File: src/include/lswhw_pkg.sv
/*
  constants, object map and state codes for the limit switch reaction
  and hardware information block.
  assumes one system clock, synchronous active-high reset, and an
  object dictionary access port driven by the fieldbus slave logic.
*/
package lswhw_pkg;
  localparam logic [15:0] IDX_LIMIT_REACT = 16'h3701;
  localparam logic [15:0] IDX_HW_INFO     = 16'h4012;
  localparam logic [15:0] IDX_HW_CONFIG   = 16'h4013;
  localparam logic [15:0] IDX_OP_COND     = 16'h4014;
  localparam logic [7:0]  SUB_COUNT       = 8'h00;
  localparam logic [7:0]  SUB_1           = 8'h01;
  localparam logic [7:0]  SUB_2           = 8'h02;
  localparam logic [7:0]  SUB_3           = 8'h03;
  localparam logic [7:0]  SUB_4           = 8'h04;
  localparam logic [7:0]  SUB_5           = 8'h05;
  localparam logic [7:0]  HW_INFO_COUNT   = 8'h01;
  localparam logic [7:0]  HW_CONFIG_COUNT = 8'h01;
  localparam logic [7:0]  OP_COND_COUNT   = 8'h05;
  localparam logic [15:0] LIMIT_REACT_RST = 16'hffff;
  localparam logic [31:0] HW_CONFIG_RST   = 32'h00000000;
  localparam logic [15:0] CODE_NONE       = 16'hffff;
  localparam logic [15:0] CODE_SLOW_DIS   = 16'h0001;
  localparam logic [15:0] CODE_QUICK_DIS  = 16'h0002;
  localparam logic [15:0] CODE_SLOW_QS    = 16'h0005;
  localparam logic [15:0] CODE_QUICK_QS   = 16'h0006;
  localparam int          CW_QUICK_STOP   = 2;
  localparam logic [1:0]  ERR_NONE        = 2'h0;
  localparam logic [1:0]  ERR_NO_OBJECT   = 2'h1;
  localparam logic [1:0]  ERR_READ_ONLY   = 2'h2;

  typedef enum logic [4:0] {
    ST_IDLE      = 5'b00001,
    ST_BRAKE_DIS = 5'b00010,
    ST_BRAKE_QS  = 5'b00100,
    ST_DISABLED  = 5'b01000,
    ST_QUICKSTOP = 5'b10000
  } lswhw_state_t;

  typedef enum logic [1:0] {
    RAMP_NONE  = 2'h0,
    RAMP_SLOW  = 2'h1,
    RAMP_QUICK = 2'h2
  } lswhw_ramp_t;
endpackage

File: src/rtl/lswhw_reaction.sv
/*
  limit switch reaction sequencer: picks the ramp and follow-up state.
  assumes ramp_done comes from the ramp generator of the drive and that
  the drive state machine acts on the request outputs.
*/
`timescale 1ns/10ps
module lswhw_reaction (
  input  wire logic        ref_clk,       // system clock
  input  wire logic        rst,           // sync reset, high
  input  wire logic [15:0] select,        // reaction code
  input  wire logic        limit_hit,     // limit switch passed, pulse
  input  wire logic        ramp_done,     // motor stopped, pulse or level
  input  wire logic        quick_stop_cw, // quick-stop control bit, written value
  output logic [1:0]       ramp_sel,      // ramp to brake on
  output logic             warn_q,        // status warning flag
  output logic             req_disabled,  // request switch on disabled
  output logic             req_quickstop, // request quick stop active
  output logic             resume         // back to operation enabled, pulse
);
  lswhw_pkg::lswhw_state_t state_q, state_d;
  logic [1:0] ramp_q, ramp_d;
  logic       warn_d;
  logic       qs_prev_q, qs_prev_d;
  logic       qs_armed_q, qs_armed_d;

  // next state; decode picks ramp and target from the code
  always_comb begin
    state_d    = state_q;
    ramp_d     = ramp_q;
    warn_d     = warn_q;
    qs_prev_d  = quick_stop_cw;
    qs_armed_d = qs_armed_q;
    resume     = 1'b0;
    if (limit_hit) begin
      warn_d = 1'b1;
    end
    case (state_q)
      lswhw_pkg::ST_IDLE: begin
        if (limit_hit) begin
          case (select)
            lswhw_pkg::CODE_SLOW_DIS: begin
              state_d = lswhw_pkg::ST_BRAKE_DIS;
              ramp_d  = lswhw_pkg::RAMP_SLOW;
            end
            lswhw_pkg::CODE_QUICK_DIS: begin
              state_d = lswhw_pkg::ST_BRAKE_DIS;
              ramp_d  = lswhw_pkg::RAMP_QUICK;
            end
            lswhw_pkg::CODE_SLOW_QS: begin
              state_d = lswhw_pkg::ST_BRAKE_QS;
              ramp_d  = lswhw_pkg::RAMP_SLOW;
            end
            lswhw_pkg::CODE_QUICK_QS: begin
              state_d = lswhw_pkg::ST_BRAKE_QS;
              ramp_d  = lswhw_pkg::RAMP_QUICK;
            end
            default: begin
              state_d = lswhw_pkg::ST_IDLE; // -1 and unknown codes: no action
            end
          endcase
        end
      end
      lswhw_pkg::ST_BRAKE_DIS: begin
        if (ramp_done) begin
          state_d = lswhw_pkg::ST_DISABLED;
          ramp_d  = lswhw_pkg::RAMP_NONE;
        end
      end
      lswhw_pkg::ST_BRAKE_QS: begin
        if (ramp_done) begin
          state_d    = lswhw_pkg::ST_QUICKSTOP;
          ramp_d     = lswhw_pkg::RAMP_NONE;
          qs_armed_d = 1'b0;
        end
      end
      lswhw_pkg::ST_DISABLED: begin
        // held until the drive state machine clears the condition by reset
        state_d = lswhw_pkg::ST_DISABLED;
      end
      lswhw_pkg::ST_QUICKSTOP: begin
        // the bit stays as written; only a 0 then 1 sequence resumes
        if (!quick_stop_cw) begin
          qs_armed_d = 1'b1;
        end
        if (qs_armed_q && quick_stop_cw && !qs_prev_q) begin
          state_d    = lswhw_pkg::ST_IDLE;
          qs_armed_d = 1'b0;
          warn_d     = limit_hit;
          resume     = 1'b1;
        end
      end
      default: begin
        state_d = lswhw_pkg::ST_IDLE;
        ramp_d  = lswhw_pkg::RAMP_NONE;
      end
    endcase
  end

  // registers only
  always_ff @(posedge ref_clk) begin
    if (rst) begin
      state_q    <= lswhw_pkg::ST_IDLE;
      ramp_q     <= lswhw_pkg::RAMP_NONE;
      warn_q     <= 1'b0;
      qs_prev_q  <= 1'b1;
      qs_armed_q <= 1'b0;
    end else begin
      state_q    <= state_d;
      ramp_q     <= ramp_d;
      warn_q     <= warn_d;
      qs_prev_q  <= qs_prev_d;
      qs_armed_q <= qs_armed_d;
    end
  end

  assign ramp_sel      = ramp_q;
  assign req_disabled  = (state_q == lswhw_pkg::ST_DISABLED);
  assign req_quickstop = (state_q == lswhw_pkg::ST_QUICKSTOP); // motor stays energized
endmodule // lswhw_reaction

File: src/rtl/lswhw_top.sv
/*
  object dictionary entries for the limit switch reaction selector,
  hardware information, hardware configuration and operating conditions.
  assumes the fieldbus slave presents one index/subindex access at a
  time as a one-cycle strobe, and that measurements arrive already
  scaled from the measurement front ends.
*/
`timescale 1ns/10ps
module lswhw_top (
  input  wire logic        ref_clk,              // system clock, 100 MHz
  input  wire logic        rst,                  // sync reset, high
  input  wire logic        od_req,               // access strobe, one cycle
  input  wire logic        od_write,             // 1 write, 0 read
  input  wire logic [15:0] od_index,             // object index
  input  wire logic [7:0]  od_sub,               // subindex
  input  wire logic [31:0] od_wdata,             // write data, low 16 bits for the selector, all 32 for config
  output logic             od_ack,               // answer strobe
  output logic [1:0]       od_err,               // answer status
  output logic [31:0]      od_rdata,             // read data
  input  wire logic [31:0] eeprom_size,          // eeprom bytes, 0 if absent
  input  wire logic [31:0] power_supply_voltage, // millivolts, signed
  input  wire logic [31:0] logic_supply_voltage, // millivolts, signed
  input  wire logic [31:0] board_temperature,    // tenths degree, signed
  input  wire logic [31:0] motor_temperature,    // tenths degree, signed
  input  wire logic [31:0] cpu_temperature,      // tenths degree, signed
  input  wire logic        limit_hit,            // limit switch passed, pulse
  input  wire logic        ramp_done,            // braking finished
  input  wire logic        quick_stop_cw,        // quick-stop control bit
  output logic [1:0]       ramp_sel,             // ramp to brake on
  output logic             status_warning,       // status warning flag
  output logic             req_disabled,         // request switch on disabled
  output logic             req_quickstop,        // request quick stop active
  output logic             resume_enabled,       // return to operation enabled
  output logic [31:0]      hardware_config_word, // config word, no function
  output logic [31:0]      tx_power_mv,          // process data image
  output logic [31:0]      tx_logic_mv           // process data image
);
  logic [15:0] limit_reaction_select_q, limit_reaction_select_d;
  logic [31:0] hw_config_word_q, hw_config_word_d;
  logic        ack_q, ack_d;
  logic [1:0]  err_q, err_d;
  logic [31:0] rdata_q, rdata_d;
  logic [31:0] txp_q, txp_d, txl_q, txl_d;

  // true when the access names a write-capable entry
  function automatic logic is_writable(input logic [15:0] idx, input logic [7:0] sub);
    is_writable = (idx == lswhw_pkg::IDX_LIMIT_REACT) ||
                  (idx == lswhw_pkg::IDX_HW_CONFIG && sub == lswhw_pkg::SUB_1);
  endfunction

  // count byte in low bits, upper bits zero
  function automatic logic [31:0] count_word(input logic [7:0] n);
    count_word = {24'h000000, n};
  endfunction

  lswhw_reaction u_react (
    .ref_clk       (ref_clk),
    .rst           (rst),
    .select        (limit_reaction_select_q),
    .limit_hit     (limit_hit),
    .ramp_done     (ramp_done),
    .quick_stop_cw (quick_stop_cw),
    .ramp_sel      (ramp_sel),
    .warn_q        (status_warning),
    .req_disabled  (req_disabled),
    .req_quickstop (req_quickstop),
    .resume        (resume_enabled)
  );

  // access decode; answer one cycle after the strobe
  always_comb begin
    limit_reaction_select_d = limit_reaction_select_q;
    hw_config_word_d        = hw_config_word_q;
    ack_d                   = od_req;
    err_d                   = lswhw_pkg::ERR_NONE;
    rdata_d                 = rdata_q;
    if (od_req) begin
      rdata_d = 32'h00000000;
      case (od_index)
        lswhw_pkg::IDX_LIMIT_REACT: begin
          // sign extended so -1 reads as all ones
          rdata_d = {{16{limit_reaction_select_q[15]}}, limit_reaction_select_q};
        end
        lswhw_pkg::IDX_HW_INFO: begin
          case (od_sub)
            lswhw_pkg::SUB_COUNT: rdata_d = count_word(lswhw_pkg::HW_INFO_COUNT);
            lswhw_pkg::SUB_1:     rdata_d = eeprom_size;
            default:              err_d   = lswhw_pkg::ERR_NO_OBJECT;
          endcase
        end
        lswhw_pkg::IDX_HW_CONFIG: begin
          case (od_sub)
            lswhw_pkg::SUB_COUNT: rdata_d = count_word(lswhw_pkg::HW_CONFIG_COUNT);
            lswhw_pkg::SUB_1:     rdata_d = hw_config_word_q;
            default:              err_d   = lswhw_pkg::ERR_NO_OBJECT;
          endcase
        end
        lswhw_pkg::IDX_OP_COND: begin
          case (od_sub)
            lswhw_pkg::SUB_COUNT: rdata_d = count_word(lswhw_pkg::OP_COND_COUNT);
            lswhw_pkg::SUB_1:     rdata_d = power_supply_voltage;
            lswhw_pkg::SUB_2:     rdata_d = logic_supply_voltage;
            lswhw_pkg::SUB_3:     rdata_d = board_temperature;
            lswhw_pkg::SUB_4:     rdata_d = motor_temperature;
            lswhw_pkg::SUB_5:     rdata_d = cpu_temperature;
            default:              err_d   = lswhw_pkg::ERR_NO_OBJECT;
          endcase
        end
        default: begin
          err_d = lswhw_pkg::ERR_NO_OBJECT;
        end
      endcase
      if (od_write && err_d == lswhw_pkg::ERR_NONE) begin
        // read-only entries refuse writes and keep their value
        if (!is_writable(od_index, od_sub)) begin
          err_d = lswhw_pkg::ERR_READ_ONLY;
        end else if (od_index == lswhw_pkg::IDX_LIMIT_REACT) begin
          limit_reaction_select_d = od_wdata[15:0];
        end else begin
          hw_config_word_d = od_wdata;
        end
        rdata_d = 32'h00000000;
      end
    end
  end

  // transmit process data image, refreshed every cycle
  always_comb begin
    txp_d = power_supply_voltage;
    txl_d = logic_supply_voltage;
  end

  // registers only
  always_ff @(posedge ref_clk) begin
    if (rst) begin
      limit_reaction_select_q <= lswhw_pkg::LIMIT_REACT_RST;
      hw_config_word_q        <= lswhw_pkg::HW_CONFIG_RST;
      ack_q                   <= 1'b0;
      err_q                   <= lswhw_pkg::ERR_NONE;
      rdata_q                 <= 32'h00000000;
      txp_q                   <= 32'h00000000;
      txl_q                   <= 32'h00000000;
    end else begin
      limit_reaction_select_q <= limit_reaction_select_d;
      hw_config_word_q        <= hw_config_word_d;
      ack_q                   <= ack_d;
      err_q                   <= err_d;
      rdata_q                 <= rdata_d;
      txp_q                   <= txp_d;
      txl_q                   <= txl_d;
    end
  end

  assign od_ack               = ack_q;
  assign od_err               = err_q;
  assign od_rdata             = rdata_q;
  assign hardware_config_word = hw_config_word_q;
  assign tx_power_mv          = txp_q;
  assign tx_logic_mv          = txl_q;
endmodule // lswhw_top

File: config.mk
export PLATFORM = sky130hd
export DESIGN_NAME = lswhw_top
export DESIGN_NICKNAME = d
export VERILOG_FILES = /design/src/include/lswhw_pkg.sv /design/src/rtl/lswhw_reaction.sv /design/src/rtl/lswhw_top.sv
export SDC_FILE = /design/constraint.sdc
export NUM_CORES = 1
export LEC_CHECK = 0
export BUFFER_PORTS_ARGS = -buffer_cell sky130_fd_sc_hd__buf_2
export CAP_MARGIN = 20
export CELL_PAD_IN_SITES_DETAIL_PLACEMENT = 1
export CELL_PAD_IN_SITES_GLOBAL_PLACEMENT = 1
export CORE_MARGIN = 3
export CORE_UTILIZATION = 32
export CTS_CLUSTER_SIZE = 16
export DETAILED_ROUTE_END_ITERATION = 16
export GPL_ROUTABILITY_DRIVEN = 0
export MAX_ROUTING_LAYER = met4
export PLACE_DENSITY = 0.76
export SLEW_MARGIN = 20
export SYNTH_ARGS = -nofsm -noshare
export SYNTH_HDL_FRONTEND = slang
export SYNTH_SLANG_ARGS = --single-unit
File: constraint.sdc
create_clock -name ref_clk -period 2.7 [get_ports ref_clk]
set_clock_uncertainty 0.2 [all_clocks]
set_input_delay 0.405 -clock ref_clk [delete_from_list [all_inputs] [get_ports ref_clk]]
set_output_delay 0.405 -clock ref_clk [all_outputs]
set_load 0.02 [all_outputs]
== Yosys cells after proc, flatten, opt, wreduce, memory -nomap -nowiden ==
Cells that the tools add are included.
Widths: inputs -> output; s select.

* $add $sub $neg: 0
* Multiply operators: 0
* Div/mod/pow operators: 0
* Order comparisons: 0
* Eq/ne operators: 25
* Shift-type cells: 0
* Multiplexer cells: 30
* Bitwise logic cells: 3
* Reduce and logical (&&, ||, !) cells: 24

{| class="wikitable"
|+ Operators by type and width
! kind !! number
|-
| $pmux 32 s6 || 1
|-
| $pmux 32 s2 || 2
|-
| $pmux 32 s4 || 1
|-
| $eq 16x15->1 const B || 3
|-
| $eq 16x3->1 const B || 2
|-
| $mux 32 || 1
|-
| $pmux 5 s5 || 1
|-
| $mux 5 || 4
|-
| $reduce_or 2->1 || 9
|-
| $eq 16x1->1 const B || 1
|-
| $eq 16x14->1 const B || 1
|-
| $eq 16x2->1 const B || 1
|-
| $eq 8x2->1 const B || 2
|-
| $eq 8x3->1 const B || 2
|-
| $reduce_and 4->1 || 4
|-
| $mux 1 || 10
|-
| $mux 2 || 5
|-
| $eq 8x1->1 const B || 1
|-
| $logic_not 8->1 || 1
|-
| $ne 2x2->1 const B || 3
|-
| $pmux 2 s3 || 1
|-
| $pmux 3 s2 || 1
|-
| $reduce_or 6->1 || 1
|-
| $eq 5x1->1 const B || 1
|-
| 17 further kinds || 23
|}

* Flip-flop bits (word level): 157
* Bits in latches: 0
* RAM bits: 0
* ROM bits: 0
* Input port bits: 255
* Output and inout port bits: 137
* Logic and storage cells: 94
* Memories kept: 0

== Depth between registers and ports, before layout ==
Gate-level depths: netlist of the first run.

* Word-level depth: 8
* Gate-level depth with buffers: 8
* Mapped depth without buffers: 6

== Modules after synthesis ==
From an unflattened synthesis of the first run, not the netlist that was laid out.

* Cells, all modules: 809
* Area, all modules: 7618.6 um^2

{| class="wikitable"
|+ Modules (own cells, without submodules)
! module !! times used !! cells each !! area an instance (um^2) !! sequential area each (um^2)
|-
| lswhw_top || 1 || 731 || 6985.4 || 2942.8
|-
| lswhw_reaction || 1 || 78 || 633.1 || 200.2
|}

== Least setup slack after synthesis of the first run ==
No wires, ideal clock.

* Kind: input -> register
* Start point: in od_index[1]
* End point: reg rdata_q[10], in the netlist od_rdata[10]
* Library setup time: 0.069 ns
* Arrival time: 2.165 ns
* Required time: 2.431 ns
* Setup slack: 0.266 ns
* Cell stages on the path: 7
* Buffers on the path: 1
* Cell sequence: or4_4 > or4b_4 > nor2_4 > o21bai_2 > a31o_4 > buf_6 > o21ai_1

* Cells in the longest elaborated chain, start to end: 7
* Elaborated cells between the ends (all ways): 11
* Classes of those cells: eq/ne (4); mux (4); reduce/logical (3)

{| class="wikitable"
|+ Ends and longest elaborated chain
! what !! line !! text
|-
| start: declaration || lswhw_top.sv:14 || <nowiki>input wire logic [15:0] od_index,</nowiki>
|-
| $eq 16x15->1 || lswhw_top.sv:79 || <nowiki>case (od_index)</nowiki>
|-
| $reduce_or 2->1 (no source line) || -- ||
|-
| $pmux 1 s3 || lswhw_top.sv:79 ||
|-
| $mux 2 || lswhw_top.sv:77 || <nowiki>if (od_req) begin</nowiki>
|-
| $logic_not 2->1 || lswhw_top.sv:113 || <nowiki>if (od_write && err_d == lswhw_pkg::ERR_NONE) begin</nowiki>
|-
| $logic_and 1x1->1 || lswhw_top.sv:113 ||
|-
| $mux 32 (*) || lswhw_top.sv:113 ||
|-
| end signal: assignment || lswhw_top.sv:148 || <nowiki>rdata_q <= rdata_d;</nowiki>
|-
| end: declaration || lswhw_top.sv:42 || <nowiki>logic [31:0] rdata_q, rdata_d;</nowiki>
|}

Mark *: on every way between the ends. The rest lies on a longest branch, timed or not. The select of a mux whose other input is x is not followed.
A chain may end at the register's enable or synchronous reset.

== Final worst setup path of the first run ==
* Start point: reg u_react.state_q[1]
* End point: out resume_enabled

* Cells in the longest elaborated chain, start to end: 2

{| class="wikitable"
|+ Ends and longest elaborated chain
! what !! line !! text
|-
| start: declaration || lswhw_reaction.sv:20 || <nowiki>lswhw_pkg::lswhw_state_t state_q, state_d;</nowiki>
|-
| start signal: assignment || lswhw_reaction.sv:102 || <nowiki>state_q <= lswhw_pkg::ST_IDLE;</nowiki>
|-
| start signal: assignment || lswhw_reaction.sv:108 || <nowiki>state_q <= state_d;</nowiki>
|-
| $eq 5x5->1 || lswhw_reaction.sv:37 || <nowiki>case (state_q)</nowiki>
|-
| $mux 1 || lswhw_reaction.sv:37 ||
|-
| end: declaration || lswhw_top.sv:33 || <nowiki>output logic resume_enabled,</nowiki>
|}

No other way between the ends.

==> results of run 1 <==
## final cells by class
type                       instances  area share (%)
multi-input combinational        599            37.8
sequential                       157            29.7
timing repair buffer             440            23.2
clock buffer                      20            4.32
tap                              313            3.70
clock inverter                    12           0.970
inverter                           7           0.249
antenna                            4          0.0947
## metal layers
layer,vias up,global-route usage (%)
li1,3767,-
met1,3829,32.0
met2,321,41.0
met3,52,6.45
met4,0,9.63
met5,-,-
## kinds of logic (layout without fill, tap and decap cells)
group,after synthesis,after routing,synth area share [%]
flip-flops,157,157,42.0
XOR/XNOR,4,4,0.468
AO/OA/AOI/OAI,219,219,19.1
multiplexers,104,104,14.4
other,0,4,0
AND/OR/NAND/NOR,272,272,19.2
buffers and inverters,72,479,4.81
## metrics by stage
step / std cells / total power, W / hold slack [ps] / util [%] / TNS [ps]
final: 1552 / 0.00551 / 8.01 / 46.4 / 0
after global routing: 1552 / 0.00574 / 0.290 / 46.4 / 0
after CTS: 1546 / 0.00556 / 0.878 / 46.3 / 0
after detailed placement: 1493 / 0.00320 / 240 / 42.9 / -77.9
after global placement: 1493 / 0.00319 / 230 / 42.9 / 0
after floorplan: 828 / 0.00281 / 263 / - / 0
## timing repair
action,in CTS,in global routing
setup buffers,0,0
hold endpoints to repair,21,2
setup endpoints to repair,0,0
hold buffers,21,2
## power groups by stage
stage | Sequential, W | Clock [W] | Combinational, W
2_1_floorplan | 0.00251 | 0 | 0.000302
3_3_place_gp | 0.00244 | 0 | 0.000752
3_5_place_dp | 0.00244 | 0 | 0.000762
4_1_cts | 0.00238 | 0.00238 | 0.000793
5_1_grt | 0.00239 | 0.00249 | 0.000856
6_report | 0.00238 | 0.00233 | 0.000798
## registers in the layout (all words and copies together), names as in the netlist
| register | cells |
|---|---|
| tx_power_mv | 32 |
| u_react.warn_q | 1 |
| u_react.state_q | 5 |
| tx_logic_mv | 32 |
| u_react.ramp_sel | 2 |
| od_rdata | 32 |
| hardware_config_word | 32 |
| u_react.qs_prev_q | 1 |
| od_err | 2 |
| u_react.qs_armed_q | 1 |
| od_ack | 1 |
| limit_reaction_select_q | 16 |
## cells in the final DEF, fill, tap and decap left out, drive strengths merged, types with 4 or more instances in the layout
| cell type | netlist | layout |
|---|---|---|
| diode | 0 | 4 |
| nor2b | 76 | 76 |
| nand2 | 117 | 117 |
| inv | 5 | 11 |
| o21ai | 53 | 53 |
| nand3 | 5 | 5 |
| a221oi | 5 | 5 |
| nand4 | 5 | 5 |
| o22ai | 5 | 5 |
| dlygate4sd3 | 0 | 23 |
| a211oi | 14 | 14 |
| mux2 | 32 | 32 |
| a222oi | 14 | 14 |
| clkinv | 2 | 5 |
| nor2 | 23 | 23 |
| o221a | 12 | 12 |
| a21oi | 85 | 85 |
| or3 | 7 | 7 |
| a211o | 20 | 20 |
| dfxtp | 157 | 157 |
| nor3 | 7 | 7 |
| clkbuf | 47 | 20 |
| buf | 17 | 417 |
| nor4 | 9 | 9 |
| mux2i | 72 | 72 |
## critical path: stages, from the launching register on
cell	delay, ps
dfxtp_1	400
or3_1	440
nor2b_1	270
inv_1	90
nor2_1	100
buf_2	170
## cell usage after synthesis, drive strengths merged (2+ instances only)
library cell,instances
and4,3
nand4,5
o21ai,53
a221oi,5
nor4,9
a21oi,85
nand2b,2
mux2,32
or4,2
dfxtp,157
o221a,12
buf,17
nor2b,76
xnor2,3
o22ai,5
a211oi,14
or4b,2
a222oi,14
nor3,7
and3,3
nor3b,2
a211o,20
inv,5
clkinv,2
nand3,5
clkbuf,47
mux2i,72
a31o,2
nand2,117
nor2,23
or3,7
or2,2
## worst max path at each step
stage                       start        endpoint  cells past startpoint
6_report       u_react.state_q[1]  resume_enabled                      5
5_1_grt        u_react.state_q[1]  resume_enabled                      5
4_1_cts        u_react.state_q[1]  resume_enabled                      5
3_5_place_dp          od_index[1]     od_rdata[7]                      7
3_3_place_gp          od_index[1]    od_rdata[13]                      7
2_1_floorplan         od_index[1]    od_rdata[10]                      7
==> metrics, run 1 <==
status finished clean; Horiz. Die Dim 159 um; reg2reg path depth 6; H-tree depth 4; Via density 5.13; nets 1477; FF-to-FF setup slack 470 ps; Pre-antenna DRT Iters 6; Root Driver clkbuf_16; cell taking the most area after synthesis dfxtp_1; reg2reg end u_react.state_q[2]; largest net degree at the start of global routing 65; largest cells by area after synthesis dfxtp_1 (42%), mux2i_1 (9.6%), nor2b_1 (6.4%), nand2_1 (5.9%), a21oi_1 (5.7%); Ys Warns 0; Worst Setup Slack, final 209 ps; Peak supply drop 368 uV; Flop pwr share 43.2%; Clock Power Share 42.3%; drc violations 0; actual slew at the worst max-slew pin 715 ps; via count 7969; PortBufs 391; row count 55; Core ar. 22800 um^2; PostCTS Resize Cnt 0; Post-synth top flop dfxtp_1; Overflow after GRT 0; kind of critical path reg -> out; Post-Route WL 32900 um; M1 wire length 13900 um; CP Data Required Time 2100 ps; Slew headroom 52.3%; Clk Latency, worst-skew pair 420 ps; CP max FO 8; Antenna Nets Post-Route 0; max-cap viol count 0; Area Growth Syn to Fin 41.3%; Switching Fraction 27.8%; maximum clock rate 401 MHz; Final setup viols 0; syn nets 1083; antenna violations before repair 4; HP Start power_supply_voltage[18]; leakage power 4.76 nW; Worst Hold End tx_power_mv[18]; Post-synth EDFFs 0; CTS buffer count 17; final instance area 10600 um^2; Initial Utilization 32.9%; worst slack, placed -26.7 ps; Post-Place Cell Area 9770 um^2; Fill cells 2833; worst hold path cell count 2; reg-to-reg startpoint u_react.state_q[1]; Final HPWL DP 25500 um; Sw Pwr 0.00153 W; RSZ-0062 raised after global routing no; share of the synthesized area in the top cell type 42.0%; vias in the first global route 8383; multi-input logic area 3990 um^2; DR WL met2 15600 um; combinational fraction of design power 14.5%; Mean Syn Cell Area 9.04 um^2; Seq cells post-synth 157; crit path capture type primary output; Mapped Area 7480 um^2; CTS tree done; Routed wire per std cell 21.2 um; Clock Path Buffers 2; first-pass GRT wire length 49700 um; final slew viol count 0; Hold Path Class in -> reg; Internal Power 0.00398 W; Register Area 3140 um^2; Initial DRC Count 558; num ports 392; CP arrival 1890 ps; Worst-path clk slew 70 ps; Worst setup SP type flip-flop; layout cells sized above 1 41.6%; Top Metal Used met4; Yosys cell types 65; CTS sink cnt 157; fin crit share 92.3%; Synth async-reset ratio 0%; Total GRT Usage 25.9%; Seq/Total Area, Yosys 42.0%; Die ar. 25300 um^2; PwrDens 521 nW/um^2; clock period minus worst slack 2490 ps; Die Y 159 um; final hold vios 0; Cells after Synth 828; WL met3 2360 um
No activity file was read; power rests on OpenSTA's default activity.
==> run 2: changes to the inputs <==
--- a/config.mk
+++ b/config.mk
@@ -5,15 +5,17 @@
 export SDC_FILE = /design/constraint.sdc
 export NUM_CORES = 1
 export LEC_CHECK = 0
+export ABC_AREA = 1
 export BUFFER_PORTS_ARGS = -buffer_cell sky130_fd_sc_hd__buf_2
 export CAP_MARGIN = 20
 export CELL_PAD_IN_SITES_DETAIL_PLACEMENT = 1
 export CELL_PAD_IN_SITES_GLOBAL_PLACEMENT = 1
 export CORE_MARGIN = 3
-export CORE_UTILIZATION = 32
+export CORE_UTILIZATION = 31
 export CTS_CLUSTER_SIZE = 16
 export DETAILED_ROUTE_END_ITERATION = 16
 export GPL_ROUTABILITY_DRIVEN = 0
+export HOLD_SLACK_MARGIN = 0.1
 export MAX_ROUTING_LAYER = met4
 export PLACE_DENSITY = 0.76
 export SLEW_MARGIN = 20
==> run 2 against run 1 <==
  * Clock-buffer cell count shrank 1
  * Worst setup slack gained 110 ps
  * Core utilization shrank 0.31 points
  * Largest power group unchanged
  * Synthesized cell count grew 55%
  * Maximum frequency is 4.6% higher
  * Via count is 31% higher
==> metrics, run 2 <==
Slew headroom 48.3% (-4.1 points); critical path's largest stage delay 360 ps (-80 ps); cell taking the most area after synthesis dfxtp_1; syn nets 1535 (+42%); Core ar. 26200 um^2 (+15%); largest family of logic cells by synthesized area simple AND/OR/NAND/NOR gates; CP Depth 6 (+1); Final Core Density 46.1% (-0.31 points); H-tree depth 4 (unchanged); most numerous cell in the Yosys netlist nand2_1; fin crit share 88.2% (-4.1 points); antenna violations before repair 4 (unchanged); Worst Setup Slack, final 319 ps (+110 ps); worst slack, placed 26.0 ps (+52.7 ps); Cells after Synth 1280 (+55%); Area Growth Syn to Fin 45.4%; CTS tree done; largest cells by area after synthesis dfxtp_1 (38%), nand3_1 (13%), nand2_1 (13%), nor2_1 (9.3%), inv_1 (6.3%); Mapped Area 8310 um^2 (+11%); Final setup viols 0 (unchanged); most common cell after layout, fill and taps aside buf_2; Clock Path Buffers 2 (unchanged); CP max FO 5 (-3); commonest non-fill, non-tap cells in the layout buf_2 (390), nand2_1 (277), nand3_1 (208), nor2_1 (205), dfxtp_1 (157); first-pass GRT wire length 60200 um (+21%); Clk Latency, worst-skew pair 430 ps (about the same); num ports 392 (unchanged); most used cell, CP inv_1; CTS buffer count 17 (unchanged); Yosys cell types 36 (-45%); final slew viol count 0 (unchanged); Mean Syn Cell Area 6.49 um^2 (-28%); via count 10405 (+31%); Clock Power Share 41.2% (-1.1 points); CP Data Required Time 2100 ps (about the same); layout cells sized above 1 28.6% (-13 points); nets 1985 (+34%); Critical Path End resume_enabled; Horiz. Die Dim 170 um (+6.8%); Peak supply drop 357 uV (-3.0%); Pre-antenna DRT Iters 7 (+1); Initial Utilization 31.7% (-1.2 points); reg-to-reg startpoint limit_reaction_select_q[0]; worst hold path cell count 5 (+3); FF-to-FF setup slack 690 ps (+220 ps); Root Driver clkbuf_16; maximum clock rate 420 MHz (+4.6%); Seq cells post-synth 157 (unchanged); PwrDens 464 nW/um^2 (-11%); portion of netlist area occupied by mux cells 0% (-14 points); crit path capture type primary output; Post-synth top flop dfxtp_1; Final HPWL DP 29500 um (+16%); share of the synthesized area in the top cell type 37.8% (-4.2 points); largest net degree at the start of global routing 104 (+60%); PortBufs 391 (unchanged); crit-path cells inv_1 -> nand2_1 -> nor3_1 -> inv_1 -> nor2_1 -> buf_2; RSZ-0062 raised after global routing no; Routed wire per std cell 19.4 um (-8.5%); drc violations 0 (unchanged); Worst setup SP type flip-flop; kind of critical path reg -> out; area share of and/or/nand/nor cells after synthesis 38.7% (+19 points); Post-synth EDFFs 0 (unchanged); overall power 0.00560 W (+1.7%); reg2reg path depth 8 (+2); max-cap viol count 0 (unchanged); combinational fraction of design power 15.4% (+0.9 points); vias in the first global route 10577 (+26%); CP arrival 1780 ps (-110 ps); beginning of the critical path u_react.state_q[0]; Post-Place Cell Area 10600 um^2 (+8.2%); Antenna Nets Post-Route 0 (unchanged); clock period minus worst slack 2380 ps (-110 ps); reg2reg end u_react.ramp_sel[1]; Worst Path Buf+Inv 3 (+1); Post-Route WL 40400 um (+23%); Via density 5.00 (-2.7%); Worst path top cell family by delay simple AND/OR/NAND/NOR gates; actual slew at the worst max-slew pin 774 ps (+59.0 ps); Die ar. 28800 um^2 (+14%); Sw Pwr 0.00162 W (+6.0%); Synth Area in XOR/XNOR 0% (-0.47 points); Total GRT Usage 27.5% (+1.6 points); Hold Path Class in -> reg; Flop pwr share 43.4% (+0.2 points); final hold vios 0 (unchanged); Seq/Total Area, Yosys 37.8% (-4.2 points); Worst-path clk slew 70 ps (about the same); Ys Warns 0 (unchanged); row count 59 (+7.3%); synthesized-area fraction occupied by adder cells 0% (unchanged); setup TNS 0 ps (unchanged); Synth async-reset ratio 0% (unchanged); status finished clean; Switching Fraction 29.0% (+1.2 points); Die Y 170 um (+6.8%); Overflow after GRT 0 (unchanged); CTS sink cnt 157 (unchanged); Commonest cells post-synth nand2_1 (277), nand3_1 (208), nor2_1 (206); Compound-Gate Fraction of Synth Area 11.7% (-7.4 points); leakage power 6.18 nW (+30%); Initial DRC Count 580 (+3.9%); Internal Power 0.00398 W (about the same); slowest cell on the critical path nor3_1; final instance area 12100 um^2 (+14%)
## run 2: metal layers
metal / part of all wire, % / track usage (%) / vias to the layer above
met3: 5.7 / 4.10 / 86
met4: 3.6 / 10.6 / 0
met5: 0 / - / -
met1: 43 / 34.2 / 4951
li1: - / - / 4986
met2: 48 / 45.1 / 382
## run 2: power by group through the flow
| stage | clock, W | sequential, W | combinational [W] |
|---|---|---|---|
| detailed placement | 0 | 0.00248 | 0.000735 |
| global route | 0.00244 | 0.00244 | 0.000939 |
| global placement | 0 | 0.00248 | 0.000718 |
| finish | 0.00231 | 0.00243 | 0.000864 |
| floorplan | 0 | 0.00256 | 0.000276 |
| CTS | 0.00236 | 0.00243 | 0.000849 |
## run 2: worst min-delay path by stage
| stage | start | end | slack [ps] |
|---|---|---|---|
| CTS | od_wdata[0] | limit_reaction_select_q[0] | 110 |
| global route | od_wdata[0] | limit_reaction_select_q[0] | 120 |
| floorplan | limit_reaction_select_q[0] | limit_reaction_select_q[0] | 240 |
| global placement | od_rdata[13] | od_rdata[13] | 250 |
| finish | od_wdata[29] | hardware_config_word[29] | 120 |
| detailed placement | od_rdata[24] | od_rdata[24] | 260 |
## run 2: worst register-to-register path, delay by kind of cell (launching register included)
kind | cells | cell delay [ps]
AO/OA/AOI/OAI | 2 | 620
flip-flops | 1 | 350
AND/OR/NAND/NOR | 5 | 660
buffers and inverters | 1 | 80
## run 2: cell type report
class                      count  area [um^2]
fill                        3493        14100
multi-input combinational    894         4190
timing repair buffer         510         3200
sequential                   157         3140
inverter                     150          563
clock buffer                  19          443
tap                          335          419
clock inverter                13          106
antenna                        4         10.0
## run 2: logic make-up after synthesis
family	Yosys count
buffers and inverters	229
AOI/OAI and AO/OA	166
and+or+nand+nor	728
DFF	157
## run 2: per-stage QoR
step / hold slack, ps / instances
2_1_floorplan: 238 / 1280
3_3_place_gp: 249 / 1951
3_5_place_dp: 255 / 1951
4_1_cts: 105 / 2078
5_1_grt: 123 / 2082
6_report: 118 / 2082
## run 2: what timing repair did
item | in CTS | in global routing
hold buffers | 95 | 0
setup buffers | 0 | 0
endpoints found under the setup margin | 0 | 0
resized for setup | 0 | 0
hold endpoints to repair | 95 | 0
